--- config.mk ---
export PLATFORM = sky130hd
export DESIGN_NAME = pkt_irq_ctrl
export DESIGN_NICKNAME = d
export VERILOG_FILES = /design/src/hw/pkt_irq_pkg.sv /design/src/hw/pkt_fifo.sv /design/src/hw/pkt_irq_ctrl.sv /design/src/hw/pkt_irq_route.sv
export SDC_FILE = /design/constraint.sdc
export NUM_CORES = 1
export LEC_CHECK = 0
export ABC_CLOCK_PERIOD_IN_PS = 5000
export BUFFER_PORTS_ARGS = -buffer_cell sky130_fd_sc_hd__buf_2
export CELL_PAD_IN_SITES_DETAIL_PLACEMENT = 1
export CELL_PAD_IN_SITES_GLOBAL_PLACEMENT = 1
export CORE_MARGIN = 2
export CORE_UTILIZATION = 45
export CTS_BUF_LIST = sky130_fd_sc_hd__clkbuf_4 sky130_fd_sc_hd__clkbuf_8
export CTS_CLUSTER_SIZE = 8
export DETAILED_ROUTE_END_ITERATION = 10
export HOLD_SLACK_MARGIN = 0.03
export PLACE_DENSITY_LB_ADDON = 0.1
export SYNTH_ARGS = -nofsm -noshare
export SYNTH_HDL_FRONTEND = slang
export SYNTH_SLANG_ARGS = --single-unit
--- constraint.sdc ---
create_clock -name i_clk -period 5 [get_ports i_clk]
set_input_delay 0.25 -clock i_clk [delete_from_list [all_inputs] [get_ports i_clk]]
set_output_delay 0.25 -clock i_clk [all_outputs]
set_load 0.005 [all_outputs]
--- src/hw/pkt_irq_pkg.sv ---
// Purpose: Constants and types for the packet-mode interrupt and FIFO control
// Assumes: Eight-bit register port, one 100 MHz clock, synchronous reset
// Notes: Every user of this package writes pkt_irq_pkg::name
package pkt_irq_pkg;
	localparam int DATA_W = 8;
	localparam int ADDR_W = 4;
	localparam int FIFO_DEPTH = 64;
	localparam int PTR_W = 6;
	localparam int CNT_W = 7;

	// ******************************
	// Register offsets
	// ******************************
	localparam logic [3:0] ADDR_MODE = 4'h0;
	localparam logic [3:0] ADDR_IRQSEL = 4'h1;
	localparam logic [3:0] ADDR_THRESH = 4'h2;
	localparam logic [3:0] ADDR_PLEN = 4'h3;
	localparam logic [3:0] ADDR_PKTCTL = 4'h4;
	localparam logic [3:0] ADDR_FIFOCTL = 4'h5;
	localparam logic [3:0] ADDR_STATUS = 4'h6;
	localparam logic [3:0] ADDR_FIFO = 4'h7;

	// ******************************
	// Field positions
	// ******************************
	localparam int MODE_CHIP_MSB = 7;
	localparam int MODE_CHIP_LSB = 5;
	localparam int MODE_DATA_HIGH = 1;
	localparam int SEL_A_RX_LSB = 6;
	localparam int SEL_B_RX_LSB = 4;
	localparam int SEL_A_TX = 3;
	localparam int SEL_B_TX = 2;
	localparam int PLEN_VAR = 7;
	localparam int PKT_PRE_LSB = 6;
	localparam int PKT_TOL_LSB = 4;
	localparam int PKT_FILT = 3;
	localparam int PKT_CRC = 2;
	localparam int FCTL_AUTOCLR = 7;
	localparam int FCTL_DIR = 6;

	// ******************************
	// Reset values and write masks
	// ******************************
	localparam logic [7:0] RST_MODE = 8'h22;
	localparam logic [7:0] RST_IRQSEL = 8'h00;
	localparam logic [7:0] RST_THRESH = 8'h0f;
	localparam logic [7:0] RST_PLEN = 8'h08;
	localparam logic [7:0] RST_PKTCTL = 8'h00;
	localparam logic [7:0] RST_FIFOCTL = 8'h80;
	localparam logic [7:0] MASK_MODE = 8'he3;
	localparam logic [7:0] MASK_IRQSEL = 8'hfc;
	localparam logic [7:0] MASK_THRESH = 8'h3f;
	localparam logic [7:0] MASK_PKTCTL = 8'hfc;
	localparam logic [7:0] MASK_FIFOCTL = 8'hf0;

	typedef enum logic [2:0] {
		MODE_SLEEP = 3'h0,
		MODE_STANDBY = 3'h1,
		MODE_SYNTH = 3'h2,
		MODE_RX = 3'h3,
		MODE_TX = 3'h4
	} chip_mode_type;

	typedef enum logic [1:0] {
		RX_IDLE = 2'h0,
		RX_BODY = 2'h1,
		RX_HOLD = 2'h2
	} rx_state_type;

	typedef enum logic [0:0] {
		TX_IDLE = 1'h0,
		TX_SEND = 1'h1
	} tx_state_type;
endpackage

--- src/hw/pkt_fifo.sv ---
// Purpose: Byte FIFO held in flip-flops with synchronous clear
// Assumes: Push ignored when full, pop ignored when empty
// Notes: Clear wins over push and pop in the same cycle
`timescale 1ns/10ps
module pkt_fifo (
	// Clock and reset
	input wire logic i_clk,
	input wire logic i_sys_rst,
	// Control
	input wire logic i_clear,
	input wire logic i_push,
	input wire logic [7:0] i_wdata,
	input wire logic i_pop,
	// State
	output logic [7:0] o_head,
	output logic [6:0] o_count,
	output logic o_empty,
	output logic o_full
);
	logic [7:0] mem_q [pkt_irq_pkg::FIFO_DEPTH];
	logic [5:0] wr_q;
	logic [5:0] rd_q;
	logic [6:0] cnt_q;
	logic push_ok;
	logic pop_ok;

	assign o_empty = (cnt_q == 7'h00);
	assign o_full = (cnt_q == 7'(pkt_irq_pkg::FIFO_DEPTH));
	assign push_ok = i_push && !o_full;
	assign pop_ok = i_pop && !o_empty;
	assign o_head = mem_q[rd_q];
	assign o_count = cnt_q;

	for (genvar g = 0; g < pkt_irq_pkg::FIFO_DEPTH; g++) begin : g_cell
		always_ff @(posedge i_clk) begin
			if (push_ok && wr_q == 6'(g)) begin
				mem_q[g] <= i_wdata;
			end
		end
	end

	always_ff @(posedge i_clk) begin
		if (i_sys_rst || i_clear) begin
			wr_q <= 6'h00;
			rd_q <= 6'h00;
			cnt_q <= 7'h00;
		end else begin
			if (push_ok) begin
				wr_q <= 6'(wr_q + 6'h01);
			end
			if (pop_ok) begin
				rd_q <= 6'(rd_q + 6'h01);
			end
			cnt_q <= 7'(cnt_q + {6'h00, push_ok} - {6'h00, pop_ok});
		end
	end
endmodule

--- src/hw/pkt_irq_ctrl.sv ---
// Purpose: Packet-mode interrupt routing, FIFO keeping and reception rules
// Assumes: Datapath strobes are on i_clk; host uses the register port
// Notes: Register read data stands only in the cycle after the read strobe
`timescale 1ns/10ps
module pkt_irq_ctrl (
	// Clock and reset
	input wire logic i_clk,
	input wire logic i_sys_rst,
	// Register port
	input wire logic [3:0] i_addr,
	input wire logic [7:0] i_wdata,
	input wire logic i_wr,
	input wire logic i_rd,
	output logic [7:0] o_rdata,
	// Receive datapath
	input wire logic i_sync_det,
	input wire logic i_addr_match,
	input wire logic i_rx_valid,
	input wire logic [7:0] i_rx_data,
	input wire logic i_crc_match,
	input wire logic i_signal_strength_event_above,
	// Transmit datapath
	input wire logic i_tx_ready,
	input wire logic i_tx_take,
	input wire logic i_tx_done,
	output logic o_tx_start,
	output logic o_tx_valid,
	output logic [7:0] o_tx_data,
	// Datapath settings
	output logic [1:0] o_preamble_size,
	output logic [1:0] o_sync_tolerance,
	output logic [6:0] o_payload_length,
	output logic o_variable_format,
	output logic o_crc_enable,
	output logic o_node_filter,
	// Interrupt lines
	output logic o_interrupt_line_a,
	output logic o_interrupt_line_b
);
	// ******************************
	// Declarations
	// ******************************
	logic [7:0] mode_q;
	logic [7:0] irqsel_q;
	logic [7:0] thresh_q;
	logic [7:0] plen_q;
	logic [7:0] pktctl_q;
	logic [7:0] fifoctl_q;
	logic [7:0] rdata_q;
	pkt_irq_pkg::rx_state_type rx_state_q;
	pkt_irq_pkg::tx_state_type tx_state_q;
	logic [7:0] rx_cnt_q;
	logic [7:0] exp_q;
	logic payload_ready_q;
	logic check_good_q;
	logic node_match_q;
	logic sync_seen_q;
	logic check_status_q;
	logic byte_written_q;
	logic send_complete_q;
	logic tx_start_q;
	logic tx_valid_q;
	logic [7:0] tx_data_q;
	pkt_irq_pkg::chip_mode_type chip_mode;
	logic is_rx;
	logic is_tx;
	logic is_standby;
	logic packet;
	logic sel_a_tx;
	logic [7:0] fifo_head;
	logic [6:0] fifo_count;
	logic fifo_empty;
	logic fifo_full;
	logic fifo_thresh;
	logic fifo_clear;
	logic fifo_push;
	logic fifo_pop;
	logic host_push;
	logic host_pop;
	logic rx_push;
	logic tx_pop;
	logic sync_accept;
	logic [7:0] exp_now;
	logic rx_last;
	logic drop_len;
	logic crc_fail_clear;
	logic accept_last;
	logic rx_discard;
	logic hold_done;
	logic rx_abort;
	logic tx_go;
	logic tx_clear;
	logic match_src;

	function automatic logic mode_is(input logic [7:0] m,
		input pkt_irq_pkg::chip_mode_type want);
		return m[pkt_irq_pkg::MODE_CHIP_MSB:pkt_irq_pkg::MODE_CHIP_LSB]
			== want;
	endfunction

	// ******************************
	// Mode decode
	// ******************************
	assign chip_mode = pkt_irq_pkg::chip_mode_type'(
		mode_q[pkt_irq_pkg::MODE_CHIP_MSB:pkt_irq_pkg::MODE_CHIP_LSB]);
	assign is_rx = mode_is(mode_q, pkt_irq_pkg::MODE_RX);
	assign is_tx = mode_is(mode_q, pkt_irq_pkg::MODE_TX);
	assign is_standby = mode_is(mode_q, pkt_irq_pkg::MODE_STANDBY);
	assign packet = mode_q[pkt_irq_pkg::MODE_DATA_HIGH];
	assign sel_a_tx = irqsel_q[pkt_irq_pkg::SEL_A_TX];

	// ******************************
	// Register port
	// ******************************
	always_ff @(posedge i_clk) begin
		if (i_sys_rst) begin
			mode_q <= pkt_irq_pkg::RST_MODE;
			irqsel_q <= pkt_irq_pkg::RST_IRQSEL;
			thresh_q <= pkt_irq_pkg::RST_THRESH;
			plen_q <= pkt_irq_pkg::RST_PLEN;
			pktctl_q <= pkt_irq_pkg::RST_PKTCTL;
			fifoctl_q <= pkt_irq_pkg::RST_FIFOCTL;
		end else if (i_wr) begin
			case (i_addr)
				pkt_irq_pkg::ADDR_MODE: mode_q <= i_wdata & pkt_irq_pkg::MASK_MODE;
				pkt_irq_pkg::ADDR_IRQSEL: begin
					irqsel_q <= i_wdata & pkt_irq_pkg::MASK_IRQSEL;
				end
				pkt_irq_pkg::ADDR_THRESH: begin
					thresh_q <= i_wdata & pkt_irq_pkg::MASK_THRESH;
				end
				pkt_irq_pkg::ADDR_PLEN: plen_q <= i_wdata;
				pkt_irq_pkg::ADDR_PKTCTL: begin
					pktctl_q <= i_wdata & pkt_irq_pkg::MASK_PKTCTL;
				end
				// Fill bits are stored but steer nothing
				pkt_irq_pkg::ADDR_FIFOCTL: begin
					fifoctl_q <= i_wdata & pkt_irq_pkg::MASK_FIFOCTL;
				end
				default: begin
				end
			endcase
		end
	end

	always_ff @(posedge i_clk) begin
		if (i_sys_rst || !i_rd) begin
			rdata_q <= 8'h00;
		end else begin
			case (i_addr)
				pkt_irq_pkg::ADDR_MODE: rdata_q <= mode_q;
				pkt_irq_pkg::ADDR_IRQSEL: rdata_q <= irqsel_q;
				pkt_irq_pkg::ADDR_THRESH: rdata_q <= thresh_q;
				pkt_irq_pkg::ADDR_PLEN: rdata_q <= plen_q;
				pkt_irq_pkg::ADDR_PKTCTL: begin
					rdata_q <= {pktctl_q[7:1], check_status_q};
				end
				pkt_irq_pkg::ADDR_FIFOCTL: rdata_q <= fifoctl_q;
				pkt_irq_pkg::ADDR_STATUS: begin
					rdata_q <= {payload_ready_q, check_good_q, node_match_q,
						sync_seen_q, fifo_empty, fifo_full, fifo_thresh,
						send_complete_q};
				end
				// An empty FIFO reads zero, not a stale cell
				pkt_irq_pkg::ADDR_FIFO: begin
					rdata_q <= (host_pop && !fifo_empty) ? fifo_head : 8'h00;
				end
				default: rdata_q <= 8'h00;
			endcase
		end
	end

	// ******************************
	// FIFO access
	// ******************************
	assign host_push = i_wr && i_addr == pkt_irq_pkg::ADDR_FIFO && (is_tx
		|| (is_standby && !fifoctl_q[pkt_irq_pkg::FCTL_DIR]));
	assign host_pop = i_rd && i_addr == pkt_irq_pkg::ADDR_FIFO && (is_rx
		|| (is_standby && fifoctl_q[pkt_irq_pkg::FCTL_DIR]));
	assign tx_pop = tx_state_q == pkt_irq_pkg::TX_SEND && i_tx_take
		&& !fifo_empty;
	assign fifo_push = host_push || rx_push;
	assign fifo_pop = host_pop || tx_pop;
	assign fifo_clear = rx_discard || tx_clear;
	assign fifo_thresh = fifo_count > {1'b0, thresh_q[5:0]};

	pkt_fifo u_fifo (
		.i_clk(i_clk),
		.i_sys_rst(i_sys_rst),
		.i_clear(fifo_clear),
		.i_push(fifo_push),
		.i_wdata(i_rx_data & {8{rx_push}} | i_wdata & {8{host_push}}),
		.i_pop(fifo_pop),
		.o_head(fifo_head),
		.o_count(fifo_count),
		.o_empty(fifo_empty),
		.o_full(fifo_full)
	);

	// ******************************
	// Reception
	// ******************************
	assign sync_accept = rx_state_q == pkt_irq_pkg::RX_IDLE && is_rx
		&& packet && i_sync_det && fifo_empty;
	assign exp_now = (plen_q[pkt_irq_pkg::PLEN_VAR] && rx_cnt_q == 8'h00)
		? 8'(i_rx_data + 8'h01)
		: (plen_q[pkt_irq_pkg::PLEN_VAR] ? exp_q : {1'b0, plen_q[6:0]});
	assign rx_last = 8'(rx_cnt_q + 8'h01) == exp_now;
	assign drop_len = plen_q[pkt_irq_pkg::PLEN_VAR] && rx_cnt_q == 8'h00
		&& i_rx_data > {1'b0, plen_q[6:0]};
	assign crc_fail_clear = pktctl_q[pkt_irq_pkg::PKT_CRC] && !i_crc_match
		&& fifoctl_q[pkt_irq_pkg::FCTL_AUTOCLR] && is_rx;
	// Bytes only land while a packet body is open
	assign rx_push = rx_state_q == pkt_irq_pkg::RX_BODY && is_rx
		&& i_rx_valid && !drop_len;
	assign accept_last = rx_push && rx_last && !crc_fail_clear;
	assign rx_discard = rx_state_q == pkt_irq_pkg::RX_BODY && is_rx
		&& i_rx_valid && (drop_len || (rx_last && crc_fail_clear));
	assign hold_done = rx_state_q == pkt_irq_pkg::RX_HOLD && fifo_empty;
	assign rx_abort = rx_discard
		|| (rx_state_q == pkt_irq_pkg::RX_BODY && !is_rx);

	always_ff @(posedge i_clk) begin
		if (i_sys_rst) begin
			rx_state_q <= pkt_irq_pkg::RX_IDLE;
			rx_cnt_q <= 8'h00;
			exp_q <= 8'h00;
		end else begin
			case (rx_state_q)
				pkt_irq_pkg::RX_IDLE: begin
					rx_cnt_q <= 8'h00;
					if (sync_accept) begin
						rx_state_q <= pkt_irq_pkg::RX_BODY;
					end
				end
				pkt_irq_pkg::RX_BODY: begin
					if (rx_abort) begin
						rx_state_q <= pkt_irq_pkg::RX_IDLE;
					end else if (accept_last) begin
						rx_state_q <= pkt_irq_pkg::RX_HOLD;
					end else if (rx_push) begin
						rx_cnt_q <= 8'(rx_cnt_q + 8'h01);
						exp_q <= exp_now;
					end
				end
				// Single packet: stay until it is read empty
				pkt_irq_pkg::RX_HOLD: begin
					if (hold_done) begin
						rx_state_q <= pkt_irq_pkg::RX_IDLE;
					end
				end
				default: rx_state_q <= pkt_irq_pkg::RX_IDLE;
			endcase
		end
	end

	// ******************************
	// Sticky flags and byte-written pulse
	// ******************************
	always_ff @(posedge i_clk) begin
		if (i_sys_rst) begin
			payload_ready_q <= 1'b0;
			check_good_q <= 1'b0;
		end else if (accept_last) begin
			payload_ready_q <= 1'b1;
			check_good_q <= pktctl_q[pkt_irq_pkg::PKT_CRC] && i_crc_match;
		end else if (hold_done) begin
			payload_ready_q <= 1'b0;
			check_good_q <= 1'b0;
		end
	end

	always_ff @(posedge i_clk) begin
		if (i_sys_rst) begin
			node_match_q <= 1'b0;
			sync_seen_q <= 1'b0;
		end else begin
			if (sync_accept) begin
				sync_seen_q <= 1'b1;
			end else if (hold_done || rx_abort) begin
				sync_seen_q <= 1'b0;
			end
			if (rx_state_q == pkt_irq_pkg::RX_BODY && i_addr_match
				&& pktctl_q[pkt_irq_pkg::PKT_FILT] && !rx_abort) begin
				node_match_q <= 1'b1;
			end else if (hold_done || rx_abort) begin
				node_match_q <= 1'b0;
			end
		end
	end

	always_ff @(posedge i_clk) begin
		if (i_sys_rst) begin
			check_status_q <= 1'b0;
		end else if (accept_last) begin
			check_status_q <= i_crc_match;
		end else if ((hold_done && is_rx) || sync_accept) begin
			check_status_q <= 1'b0;
		end
	end

	always_ff @(posedge i_clk) begin
		if (i_sys_rst) begin
			byte_written_q <= 1'b0;
		end else begin
			byte_written_q <= rx_push;
		end
	end

	assign match_src = pktctl_q[pkt_irq_pkg::PKT_FILT]
		? node_match_q : sync_seen_q;

	// ******************************
	// Transmission
	// ******************************
	assign tx_go = is_tx && packet && i_tx_ready
		&& (sel_a_tx ? !fifo_empty : fifo_thresh);
	assign tx_clear = tx_state_q == pkt_irq_pkg::TX_SEND && is_tx
		&& i_tx_done && sel_a_tx;

	// Without the clear, surplus bytes wait for the next packet
	always_ff @(posedge i_clk) begin
		if (i_sys_rst) begin
			tx_state_q <= pkt_irq_pkg::TX_IDLE;
			tx_start_q <= 1'b0;
		end else begin
			tx_start_q <= 1'b0;
			case (tx_state_q)
				pkt_irq_pkg::TX_IDLE: begin
					if (tx_go) begin
						tx_state_q <= pkt_irq_pkg::TX_SEND;
						tx_start_q <= 1'b1;
					end
				end
				pkt_irq_pkg::TX_SEND: begin
					if (!is_tx || i_tx_done) begin
						tx_state_q <= pkt_irq_pkg::TX_IDLE;
					end
				end
				default: tx_state_q <= pkt_irq_pkg::TX_IDLE;
			endcase
		end
	end

	always_ff @(posedge i_clk) begin
		if (i_sys_rst) begin
			send_complete_q <= 1'b0;
		end else if (tx_state_q == pkt_irq_pkg::TX_SEND && i_tx_done) begin
			send_complete_q <= 1'b1;
		end else if (tx_start_q) begin
			send_complete_q <= 1'b0;
		end
	end

	always_ff @(posedge i_clk) begin
		if (i_sys_rst) begin
			tx_valid_q <= 1'b0;
			tx_data_q <= 8'h00;
		end else begin
			tx_valid_q <= tx_pop;
			if (tx_pop) begin
				tx_data_q <= fifo_head;
			end
		end
	end

	// ******************************
	// Interrupt routing and outputs
	// ******************************
	pkt_irq_route u_route (
		.i_clk(i_clk),
		.i_sys_rst(i_sys_rst),
		.i_mode(chip_mode),
		.i_packet(packet),
		.i_a_rx_sel(irqsel_q[pkt_irq_pkg::SEL_A_RX_LSB +: 2]),
		.i_b_rx_sel(irqsel_q[pkt_irq_pkg::SEL_B_RX_LSB +: 2]),
		.i_a_tx_sel(sel_a_tx),
		.i_b_tx_sel(irqsel_q[pkt_irq_pkg::SEL_B_TX]),
		.i_payload_ready(payload_ready_q),
		.i_byte_written(byte_written_q),
		.i_fifo_empty(fifo_empty),
		.i_match(match_src),
		.i_check_good(check_good_q),
		.i_fifo_full(fifo_full),
		.i_strength(i_signal_strength_event_above),
		.i_fifo_thresh(fifo_thresh),
		.i_send_complete(send_complete_q),
		.o_line_a(o_interrupt_line_a),
		.o_line_b(o_interrupt_line_b)
	);

	assign o_rdata = rdata_q;
	assign o_tx_start = tx_start_q;
	assign o_tx_valid = tx_valid_q;
	assign o_tx_data = tx_data_q;
	assign o_preamble_size = pktctl_q[pkt_irq_pkg::PKT_PRE_LSB +: 2];
	assign o_sync_tolerance = pktctl_q[pkt_irq_pkg::PKT_TOL_LSB +: 2];
	assign o_payload_length = plen_q[6:0];
	assign o_variable_format = plen_q[pkt_irq_pkg::PLEN_VAR];
	assign o_crc_enable = pktctl_q[pkt_irq_pkg::PKT_CRC];
	assign o_node_filter = pktctl_q[pkt_irq_pkg::PKT_FILT];
endmodule

--- src/hw/pkt_irq_route.sv ---
// Purpose: Routes interrupt sources onto the two interrupt lines by mode
// Assumes: Sources come from logic on the same clock
// Notes: Lines are registered, one cycle behind their source
`timescale 1ns/10ps
module pkt_irq_route (
	// Clock and reset
	input wire logic i_clk,
	input wire logic i_sys_rst,
	// Mode and selectors
	input wire pkt_irq_pkg::chip_mode_type i_mode,
	input wire logic i_packet,
	input wire logic [1:0] i_a_rx_sel,
	input wire logic [1:0] i_b_rx_sel,
	input wire logic i_a_tx_sel,
	input wire logic i_b_tx_sel,
	// Sources
	input wire logic i_payload_ready,
	input wire logic i_byte_written,
	input wire logic i_fifo_empty,
	input wire logic i_match,
	input wire logic i_check_good,
	input wire logic i_fifo_full,
	input wire logic i_strength,
	input wire logic i_fifo_thresh,
	input wire logic i_send_complete,
	// Lines
	output logic o_line_a,
	output logic o_line_b
);
	logic a_d;
	logic b_d;

	function automatic logic pick4(input logic [1:0] s, input logic [3:0] v);
		return v[s];
	endfunction

	always_comb begin
		a_d = 1'b0;
		b_d = 1'b0;
		if (i_packet) begin
			case (i_mode)
				pkt_irq_pkg::MODE_RX: begin
					a_d = pick4(i_a_rx_sel, {i_match, i_fifo_empty,
						i_byte_written, i_payload_ready});
					b_d = pick4(i_b_rx_sel, {i_fifo_thresh, i_strength,
						i_fifo_full, i_check_good});
				end
				pkt_irq_pkg::MODE_STANDBY: begin
					a_d = pick4(i_a_rx_sel, {1'b0, i_fifo_empty, 2'b00});
					b_d = pick4(i_b_rx_sel, {i_fifo_thresh, 1'b0,
						i_fifo_full, 1'b0});
				end
				pkt_irq_pkg::MODE_TX: begin
					a_d = i_a_tx_sel ? i_fifo_empty : i_fifo_thresh;
					b_d = i_b_tx_sel ? i_send_complete : i_fifo_full;
				end
				default: begin
					a_d = 1'b0;
					b_d = 1'b0;
				end
			endcase
		end
	end

	always_ff @(posedge i_clk) begin
		if (i_sys_rst) begin
			o_line_a <= 1'b0;
			o_line_b <= 1'b0;
		end else begin
			o_line_a <= a_d;
			o_line_b <= b_d;
		end
	end
endmodule

---- Word-level counts from Yosys, hierarchy flattened ----
Memories as Yosys holds them, arrays and structs flattened. A register that Yosys moved wholly into a read port is not among the register bits.
Index checks and enable logic that the tools add are counted.
cells by class
  add/sub/neg operators ................... 6
  magnitude comparators ................... 4
  equality and inequality tests ........... 83
  mux-type cells .......................... 359
  bitwise logic cells ..................... 7
  reduce and logical (&&, ||, !) cells .... 212
operators by type and width
  kind                   number
  $mux W8                69
  $reduce_or A8 Y1       63
  $mux W6                65
  $mux W1                211
  $eq A6 B6 Y1 const B   32
  $logic_and A1 B1 Y1    105
  $eq A6 B5 Y1 const B   16
  $pmux W8 S8            1
  $eq A6 B4 Y1 const B   8
  $eq A6 B3 Y1 const B   4
  $add A8 B1 Y8 const B  2
  $and A8 B8 Y8          2
  $eq A4 B3 Y1 const B   4
  $pmux W8 S2            1
  $add A6 B1 Y6 const B  2
  $eq A6 B2 Y1 const B   2
  $logic_or A1 B1 Y1     12
  $reduce_and A2 Y1      6
  $reduce_bool A2 Y1     6
  $logic_not A1 Y1       10
  $ne A2 B2 Y1 const B   5
  $bmux W1 S2            4
  $eq A4 B2 Y1 const B   2
  $eq A8 B8 Y1           1
  28 further kinds       38
storage, ports and cells
  register bits after elaboration ......... 100
  RAM bits ................................ 512
  input port bits ......................... 32
  output and inout port bits .............. 34
  word-level logic and storage cells ...... 698
  memories ................................ 1
memories
  name          depth  bits a word  read ports  clocked after Yosys merged registers in  write ports  line            source
  u_fifo.mem_q  64     8            1           1                                        1            pkt_fifo.sv:20  logic [7:0] mem_q [pkt_irq_pkg::FIFO_DEPTH];

---- Longest topological paths before layout ----
Gate-level depths: netlist (run 1).
  depth in word-level cells ............... 74
  depth in mapped cells ................... 18
  gate-level depth less buffers ........... 18

---- Modules after synthesis ----
Synthesis (run 1) repeated with hierarchy kept, for this count alone.
second synthesis, totals
  cells, all modules ...................... 1612
  area, all modules ....................... 25998.7 um^2
by module, submodules not included
  module         instances  cells each  area each (um^2)  seq. area each (um^2)
  pkt_fifo       1          1027        21077.7           15875.2
  pkt_irq_ctrl   1          562         4712.0            1581.5
  pkt_irq_route  1          23          209.0             40.0

---- Worst setup path after synthesis (run 1) ----
No wires, ideal clock.
  kind .................................... reg-to-reg
  start ................................... register plen_q[3]
  end ..................................... memory u_fifo.mem_q[0][0], data pin
  library setup time ...................... 0.702 ns
  arrival ................................. 3.929 ns
  setup slack ............................. 0.369 ns
  cell stages (with the launch flop) ...... 9
  buffers on the path ..................... 0
  clock period less this slack ............ 4.631 ns
  cell sequence ........................... dfxtp_1 -> inv_1 -> ha_1 -> a21o_1 -> a21oi_1 -> o221ai_1 -> nand3_1 -> nand2b_1 -> o21ai_0
between the ends
  elaborated cells on any way between the ends .. 319
  those cells by class .................... order compare (1); mux (187); bitwise (2); reduce/logical (129)
RTL lines
  item                             line                 source
  from (decl)                      pkt_irq_ctrl.sv:46   logic [7:0] plen_q;
  from (signal assigned)           pkt_irq_ctrl.sv:120  plen_q <= pkt_irq_pkg::RST_PLEN;
  from (signal assigned)           pkt_irq_ctrl.sv:132  pkt_irq_pkg::ADDR_PLEN: plen_q <= i_wdata;
  $gt A8 B7 Y1 (*)                 pkt_irq_ctrl.sv:210  && i_rx_data > {1'b0, plen_q[6:0]};
  $logic_and A1 B1 Y1 (*)          pkt_irq_ctrl.sv:210
  $logic_not A1 Y1 (*)             pkt_irq_ctrl.sv:215  && i_rx_valid && !drop_len;
  $logic_and A1 B1 Y1 (*)          pkt_irq_ctrl.sv:215
  $and A8 B8 Y8 (*)                pkt_irq_ctrl.sv:192  .i_wdata(i_rx_data & {8{rx_push}} | i_wdata & {8{host_push}}),
  $or A8 B8 Y8 (*)                 pkt_irq_ctrl.sv:192
  via u_fifo.i_wdata[0]            pkt_fifo.sv:12       input wire logic [7:0] i_wdata,
  $mux W8 (no line) (62 in a row)  --
  $mux W8 (no line) (*)            --
  to (decl)                        pkt_fifo.sv:20
The timed path passes the listed nets; every way through them passes the cells marked *.

---- Final worst setup path (run 1) ----
  start ................................... register rx_cnt_q[2]
  end ..................................... register u_fifo.cnt_q[6], in the netlist u_fifo.o_count[6]
between the ends
  word-level cells in the longest chain between the ends .. 9
  elaborated cells on any way between the ends .. 17
  those cells by class .................... add/sub (3); eq/ne (1); mux (1); reduce/logical (12)
RTL lines
  item                                                        line                                      source
  from (decl)                                                 pkt_irq_ctrl.sv:52                        logic [7:0] rx_cnt_q;
  from (signal assigned)                                      pkt_irq_ctrl.sv:242                       rx_cnt_q <= 8'(rx_cnt_q + 8'h01);
  $logic_not A8 Y1                                            pkt_irq_ctrl.sv:205, pkt_irq_ctrl.sv:209
  $logic_and A1 B1 Y1                                         pkt_irq_ctrl.sv:205, pkt_irq_ctrl.sv:209
  $logic_and A1 B1 Y1 / $mux W8 (equally long branches)       pkt_irq_ctrl.sv:210, pkt_irq_ctrl.sv:206
  $logic_not A1 Y1 / $eq A8 B8 Y1 (equally long branches)     pkt_irq_ctrl.sv:215, pkt_irq_ctrl.sv:208
  $logic_and A1 B1 Y1, on equally long branches               pkt_irq_ctrl.sv:215, pkt_irq_ctrl.sv:218
  $logic_or A1 B1 Y1, on equally long branches                pkt_irq_ctrl.sv:182, pkt_irq_ctrl.sv:218
  $logic_and A1 B1 Y1, on equally long branches               pkt_fifo.sv:29, pkt_irq_ctrl.sv:218
  $add A7 B1 Y7 / $logic_or A1 B1 Y1 (equally long branches)  pkt_fifo.sv:54, pkt_irq_ctrl.sv:184
  $sub A7 B1 Y7 / $logic_or A1 B1 Y1 (equally long branches)  pkt_fifo.sv:54, pkt_fifo.sv:43
  to (signal assigned)                                        pkt_fifo.sv:54                            cnt_q <= 7'(cnt_q + {6'h00, push_ok} - {6'h00, pop_ok});
  to (decl)                                                   pkt_fifo.sv:23                            logic [6:0] cnt_q;
Several ways; a longest one is shown, not always the timed one.
A chain may end at the register's enable or synchronous reset.

==> results of run 1 <==
==> flip-flops by register name (all words and copies together), names as in the netlist, 4 cells and up, named ones only <==
name	flops
o_rdata	8
rx_cnt_q	8
exp_q	8
o_tx_data	8
pktctl_q	6
thresh_q	6
u_fifo.o_count	7
u_fifo.wr_q	6
u_fifo.mem_q	512
irqsel_q	6
plen_q	8
u_fifo.rd_q	6
mode_q	5
fifoctl_q	4
==> synth_stat cells (3+ instances only) <==
master / instances / area (sq um)
o21a_1: 3 / 22.5
a221o_1: 3 / 30.0
or3_1: 5 / 31.3
o21ai_0: 27 / 135
xnor2_1: 13 / 114
nand4_1: 7 / 43.8
and3_1: 64 / 400
buf_2: 5 / 25.0
nand2_1: 56 / 210
a22oi_1: 9 / 67.6
mux2_2: 6 / 67.6
nor2_1: 93 / 349
a211oi_1: 4 / 30.0
a21oi_1: 39 / 195
a22o_1: 10 / 87.6
a31oi_1: 7 / 43.8
o22ai_1: 7 / 43.8
or3b_2: 3 / 26.3
nand2b_1: 20 / 125
mux2_4: 6 / 90.1
mux2i_1: 37 / 370
xor2_1: 14 / 123
a31o_2: 3 / 26.3
clkbuf_1: 57 / 214
buf_1: 18 / 67.6
and2_1: 6 / 37.5
mux4_2: 169 / 3810
ha_1: 30 / 375
o211ai_1: 5 / 37.5
nor3_1: 18 / 90.1
a21o_1: 5 / 37.5
nand3_1: 22 / 110
edfxtp_1: 512 / 15400
dfxtp_1: 106 / 2120
inv_1: 44 / 165
nor3b_1: 10 / 75.1
a211o_1: 8 / 70.1
o21bai_1: 3 / 22.5
nor2b_1: 18 / 113
==> stage by stage <==
| step | setup WS (ns) | area (sq um) |
|---|---|---|
| 6_report | 1.07 | 29200 |
| 5_1_grt | 0.738 | 29200 |
| 4_1_cts | 1.08 | 29200 |
| 3_5_place_dp | 1.10 | 27000 |
| 3_3_place_gp | 1.22 | 27000 |
| 2_1_floorplan | 0.369 | 25800 |
==> layer usage <==
layer,up-vias,GRT usage [%]
met5,-,0
met4,0,5.81
met3,90,4.02
met2,403,36.6
met1,7510,34.3
li1,6301,-
==> final timing paths <==
| check | startpoint | endpoint | slack, ns | depth (start not counted) |
|---|---|---|---|---|
| setup reg to reg | rx_cnt_q[2]$_SDFFE_PP0P_ | u_fifo.o_count[6]$_SDFF_PP0_ | 1.07 | 16 |
| hold reg to reg | o_tx_data[6]$_SDFFE_PP0P_ | o_tx_data[6]$_SDFFE_PP0P_ | 0.46 | 2 |
| hold / removal | i_signal_strength_event_above | u_route.o_line_b$_SDFF_PP0_ | 0.1 | 4 |
| setup / recovery | rx_cnt_q[2]$_SDFFE_PP0P_ | u_fifo.o_count[6]$_SDFF_PP0_ | 1.07 | 16 |
==> cells by family (layout without fill, tap and decap cells) <==
logic type / count (synthesis) / after routing / share of synthesized area, %
multiplexers: 218 / 218 / 16.8
AO/OA/AOI/OAI: 154 / 154 / 4.03
XOR/XNOR: 27 / 27 / 0.918
AND/OR/NAND/NOR: 340 / 340 / 6.89
flip-flops: 618 / 618 / 67.9
buffers and inverters: 126 / 340 / 1.90
adder cells (fa/ha/maj): 31 / 31 / 1.53
==> power by group through the flow <==
stage	registers, mW	logic [mW]	clock network, mW
4_1_cts	5.53	0.267	4.44
2_1_floorplan	5.64	0.151	0
6_report	5.53	0.269	4.33
3_5_place_dp	5.64	0.255	0
3_3_place_gp	5.64	0.253	0
5_1_grt	5.53	0.293	4.65
==> final cells by class <==
type,instances,area (sq um)
fill,5259,27300
clock buffer,154,1850
sequential,618,17500
multi-input combinational,770,7830
timing repair buffer,114,761
tap,756,946
clock inverter,28,141
inverter,44,165
==> worst max-delay path, delay by kind of cell, from the launching register on <==
kind	cells	cell delay, ns
adder cells (fa/ha/maj)	2	0.47
XOR/XNOR	1	0.13
AND/OR/NAND/NOR	5	1.41
buffers and inverters	3	0.48
flip-flops	1	0.40
AO/OA/AOI/OAI	5	0.94
==> timing repair <==
item	4_1_cts	5_1_grt
endpoints found under the hold margin	48	0
setup endpoints to repair	0	0
hold buffers	17	0
==> run metrics, run 1 <==
Pre-antenna DRT Iters 5; initial core utilization 45.6%; final period utilization 78.6%; global-route wire length before repair 102000 microns; pwr dens 347 nW/um^2; Layout Cells excl Fill 2484; leakage 9.45 nW; Clock Latency Late Sink 0.69 ns; highest-count cells in the layout ignoring fill and taps edfxtp_1 (512), mux4_2 (169), clkbuf_8 (111), dfxtp_1 (103), nor2_1 (93); Mapped Cells 1514; highest metal used met4; Overall Global Routing Usage 23.4%; Sink Count 618; predominant post-synthesis flop cell edfxtp_1; Net Sw Power 2.18 mW; #FFs+latches synth 618; max cap viols 0; standard-cell row count 87; Fin Hold WS 0.0995 ns; crit-path max cell delay 0.72 ns; post-synthesis area per instance 17.0 sq um; Worst Path Arrival 4.49 ns; cts bufs inserted 102; H-tree depth 3; Seq/Total Area, Yosys 67.9%; relative slew slack 15.8%; Critical Path Most Common Cell nor2_1; Setup TNS 0 ns; Final ANT Viol Nets 0; ys async rst share 0%; largest net degree at the start of global routing 65; post_cts resized 0; Mapped Area 25800 sq um; HP Class in -> reg; max-slew violations 0; GRT overflow 0; Crit Path Max Fanout 16; switching share of power 21.5%; PnR Total Power 10.1 mW; Wirelength per Cell 27.3 microns; commonest non-fill, non-tap cell in the layout edfxtp_1; via count 14300; endpoints failing hold 0; fraction of power consumed by combinational cells 2.7%; Crit. End Element register; status finished clean; met1 wire length 31200 microns; Core Region 56500 sq um; PortBufs 65; Synth Net Count 1577; vias per cell 5.76; Setup CP Type reg -> reg; WP data required 5.56 ns; Seq pwr share 54.6%; antenna violations before repair 1; worst path cell trace or4_1 > nor2_1 > a31oi_1 > buf_4 > o21ai_1 > inv_1 > ha_1 > inv_1 > fa_1 > nand2b_1 > a21oi_1 > o21ai_0 > a21oi_1 > nor2_1 > xnor2_1 > nor2_1; Post-DP HPWL 43800 microns; Crit-path slowest cell or4_1; io pins 66; # setup viols final 0; RSZ-0062 raised after global routing false; clock tree buffer depth 3; WL final 67900 microns; Core Util, Final 51.7%; full die area 59200 sq um; Clock Power Share 42.8%; 1st-iter DRT viols 1003; Period minus WS final 3.93 ns; Layout Nets 1713; # diodes 0; Ys Warns 0; Clk pin slew, worst setup/hold paths 0.07 ns; Int Pwr 7.96 mW; ratio of cells with drive above 1 in the final layout 26.9%; # DRC 0; met2 wire len 31900 microns; TritonCTS clock tree yes; Slew @ Worst Pin 1.25 ns; crit start category register; FMAX 254 MHz; Post CTS Setup Buffer Count 0; Die W 243 microns; CTS root buf clkbuf_8; met3 wire length 3460 microns; placed insts 2285; worst IR drop on VDD 0.216 mV; Final GP Congestion 0.882; Yosys cell types 73; Area Overhead vs Synth 13.3%; die height 243 microns; vias in the first global route 15000; clock skew 0.0271 ns; EDFF count, synth 512
Power figures use the tool's default switching activity.
==> inputs of run 2 (changes only) <==
--- a/config.mk
+++ b/config.mk
@@ -5,7 +5,7 @@
 export SDC_FILE = /design/constraint.sdc
 export NUM_CORES = 1
 export LEC_CHECK = 0
-export ABC_CLOCK_PERIOD_IN_PS = 5000
+export ABC_CLOCK_PERIOD_IN_PS = 4100
 export BUFFER_PORTS_ARGS = -buffer_cell sky130_fd_sc_hd__buf_2
 export CELL_PAD_IN_SITES_DETAIL_PLACEMENT = 1
 export CELL_PAD_IN_SITES_GLOBAL_PLACEMENT = 1
==> constraint.sdc (replaced) <==
create_clock -name i_clk -period 4.1 [get_ports i_clk]
set_input_delay 0.205 -clock i_clk [delete_from_list [all_inputs] [get_ports i_clk]]
set_output_delay 0.205 -clock i_clk [all_outputs]
set_load 0.005 [all_outputs]
==> run 2 against run 1 <==
Effect of this change:
- flip-flop and latch count did not move
- hold slack got worse by 0.024 ns
- power rose by 23%
- first-iteration DRC count rose by 16%
- setup slack got worse by 0.72 ns
- critical path type unchanged
==> run metrics, run 2 (synthesized netlist as in run 1, its figures left out) <==
standard-cell row count 87 (unchanged); path depth of the worst reg2reg path 17 (+1); Worst Hold End node_match_q$_SDFFE_PP0P_; Clock Latency Late Sink 0.72 ns (+0.03 ns); ratio of cells with drive above 1 in the final layout 27.7% (+0.87 points); WP data required 4.67 ns (-0.89 ns); 1st-iter DRT viols 1164 (+16%); initial core utilization 45.6% (unchanged); RR Endpoint u_fifo.o_count[6]$_SDFF_PP0_; full die area 59200 sq um (unchanged); pwr dens 422 nW/um^2 (+22%); Layout Nets 1726 (+0.76%); # DRC 0 (unchanged); HP Start i_rx_valid; highest-count cells in the layout ignoring fill and taps edfxtp_1 (512), mux4_2 (169), clkbuf_8 (109), dfxtp_1 (103), nor2_1 (93); Period minus WS final 3.76 ns (-0.176 ns); PnR Total Power 12.4 mW (+23%); clock skew 0.0367 ns (+0.00953 ns); fraction of power consumed by combinational cells 2.7% (about the same); cell area after placement 27200 sq um (+0.75%); crit start category register; # setup viols final 0 (unchanged); via count 14500 (+1.4%); Crit Path Max Fanout 4 (-12); Seq pwr share 54.3% (-0.3 points); Post-DP HPWL 45400 microns (+3.7%); Slew @ Worst Pin 1.15 ns (-0.105 ns); Final GP Congestion 0.890 (+0.84%); Worst Path Arrival 4.32 ns (-0.17 ns); leakage 9.55 nW (+1.1%); Overall Global Routing Usage 23.9% (+0.50 points); Core Region 56500 sq um (unchanged); endpoints failing hold 0 (unchanged); global-route wire length before repair 103000 microns (+0.98%); Area Overhead vs Synth 14.2%; Pre-antenna DRT Iters 5 (unchanged); worst IR drop on VDD 0.287 mV (+33%); antenna violations before repair 2 (+1); relative slew slack 22.8% (+7.0 points); Core Util, Final 52.1% (+0.41 points); largest net degree at the start of global routing 65 (unchanged); Crit. End Element register; Int Pwr 9.73 mW (+22%); Final ANT Viol Nets 0 (unchanged); Clock Power Share 43.0% (+0.2 points); hold depth 5 (+1); switching share of power 21.7% (+0.20 points); GRT overflow 0 (unchanged); Sink Count 618 (unchanged); max FFs per register 512 (unchanged); HP Class in -> reg; status finished clean; vias per cell 5.80 (+0.77%); Top reg by flops u_fifo.mem_q; final design area excluding fillers 29400 sq um (+0.80%); PortBufs 65 (unchanged); Wirelength per Cell 27.7 microns (+1.4%); setup ws final 0.345 ns (-0.724 ns); FMAX 266 MHz (+4.7%); clock tree buffer depth 3 (unchanged); Net Sw Power 2.69 mW (+24%); Critical R2R Launch u_fifo.o_count[4]$_SDFF_PP0_; Clk pin slew, worst setup/hold paths 0.06 ns (about the same); TritonCTS clock tree yes; io pins 66 (unchanged); CTS root buf clkbuf_8; H-tree depth 3 (unchanged); max cap viols 0 (unchanged); RSZ-0062 raised after global routing false; R2R setup slack 0.34 ns (-0.72 ns); commonest non-fill, non-tap cell in the layout edfxtp_1; final period utilization 91.6% (+13 points); Setup CP Type reg -> reg; dpl ws 0.411 ns (-0.688 ns); Fin Hold WS 0.0760 ns (-0.0235 ns); die height 243 microns (unchanged); vias in the first global route 15000 (+0.63%); cts bufs inserted 102 (unchanged); max-slew violations 0 (unchanged); Die W 243 microns (unchanged); WL final 69300 microns (+2.0%)
==> run 2: final cells by class <==
class	count	area, sq um
diodes	1	2.50
fillers	5273	27100
well taps	756	946
clock buffers	150	1810
flip-flops and latches	618	17500
inverters	44	165
multi-input cells	770	7830
repair buffers	127	973
clock inverters	33	195
==> run 2: power groups by stage <==
stage | Sequential, mW | Clock [mW] | Combinational (mW)
3_5_place_dp | 6.88 | 0 | 0.320
2_1_floorplan | 6.88 | 0 | 0.184
3_3_place_gp | 6.88 | 0 | 0.318
6_report | 6.75 | 5.34 | 0.337
5_1_grt | 6.75 | 5.73 | 0.365
4_1_cts | 6.75 | 5.48 | 0.335
==> run 2: repair_timing <==
action | 4_1_cts | 5_1_grt
buffers inserted | 0 | 0
resized for setup | 0 | 1
hold buffers | 18 | 0
endpoints found under the hold margin | 56 | 0
endpoints found under the setup margin | 0 | 1
==> run 2: routing by layer <==
layer,share of wire (%),wire length [microns],GRT usage (%)
met5,0.039,27,0
met4,3.2,2190,8.34
met3,5.9,4090,4.74
met2,47,32900,37.8
met1,43,30100,33.2
==> run 2: worst max-delay path, cell delays in order (launching register included) <==
cell and delay [ns]:
dfxtp_1 0.37, inv_1 0.08, ha_1 0.21, nor4bb_2 0.19, a2111oi_0 0.60, o21bai_1 0.25
ha_1 0.28, inv_1 0.06, ha_1 0.16, inv_1 0.06, fa_1 0.43, nand2b_1 0.16
a21oi_1 0.19, o21ai_0 0.13, a21oi_1 0.18, nor2_1 0.07, xnor2_1 0.16, nor2_1 0.05
==> run 2: through the flow <==
stage	cells	TNS [ns]
floorplan	1514	-68.00
global placement	2297	0
detailed placement	2297	0
CTS	2498	0
global route	2498	0
finish	2499	0
==> run 2: how the worst max path moves through the flow <==
stage	startpoint	to	slack [ns]
global placement	plen_q[3]$_SDFFE_PP1P_	u_fifo.o_count[6]$_SDFF_PP0_	0.47
CTS	u_fifo.o_count[5]$_SDFF_PP0_	u_fifo.o_count[6]$_SDFF_PP0_	0.36
global route	u_fifo.o_count[4]$_SDFF_PP0_	u_fifo.o_count[6]$_SDFF_PP0_	0.01
finish	u_fifo.o_count[4]$_SDFF_PP0_	u_fifo.o_count[6]$_SDFF_PP0_	0.34
floorplan	plen_q[3]$_SDFFE_PP1P_	u_fifo.mem_q[0][0]$_DFFE_PP_	-0.53
detailed placement	u_fifo.o_count[4]$_SDFF_PP0_	u_fifo.o_count[6]$_SDFF_PP0_	0.41
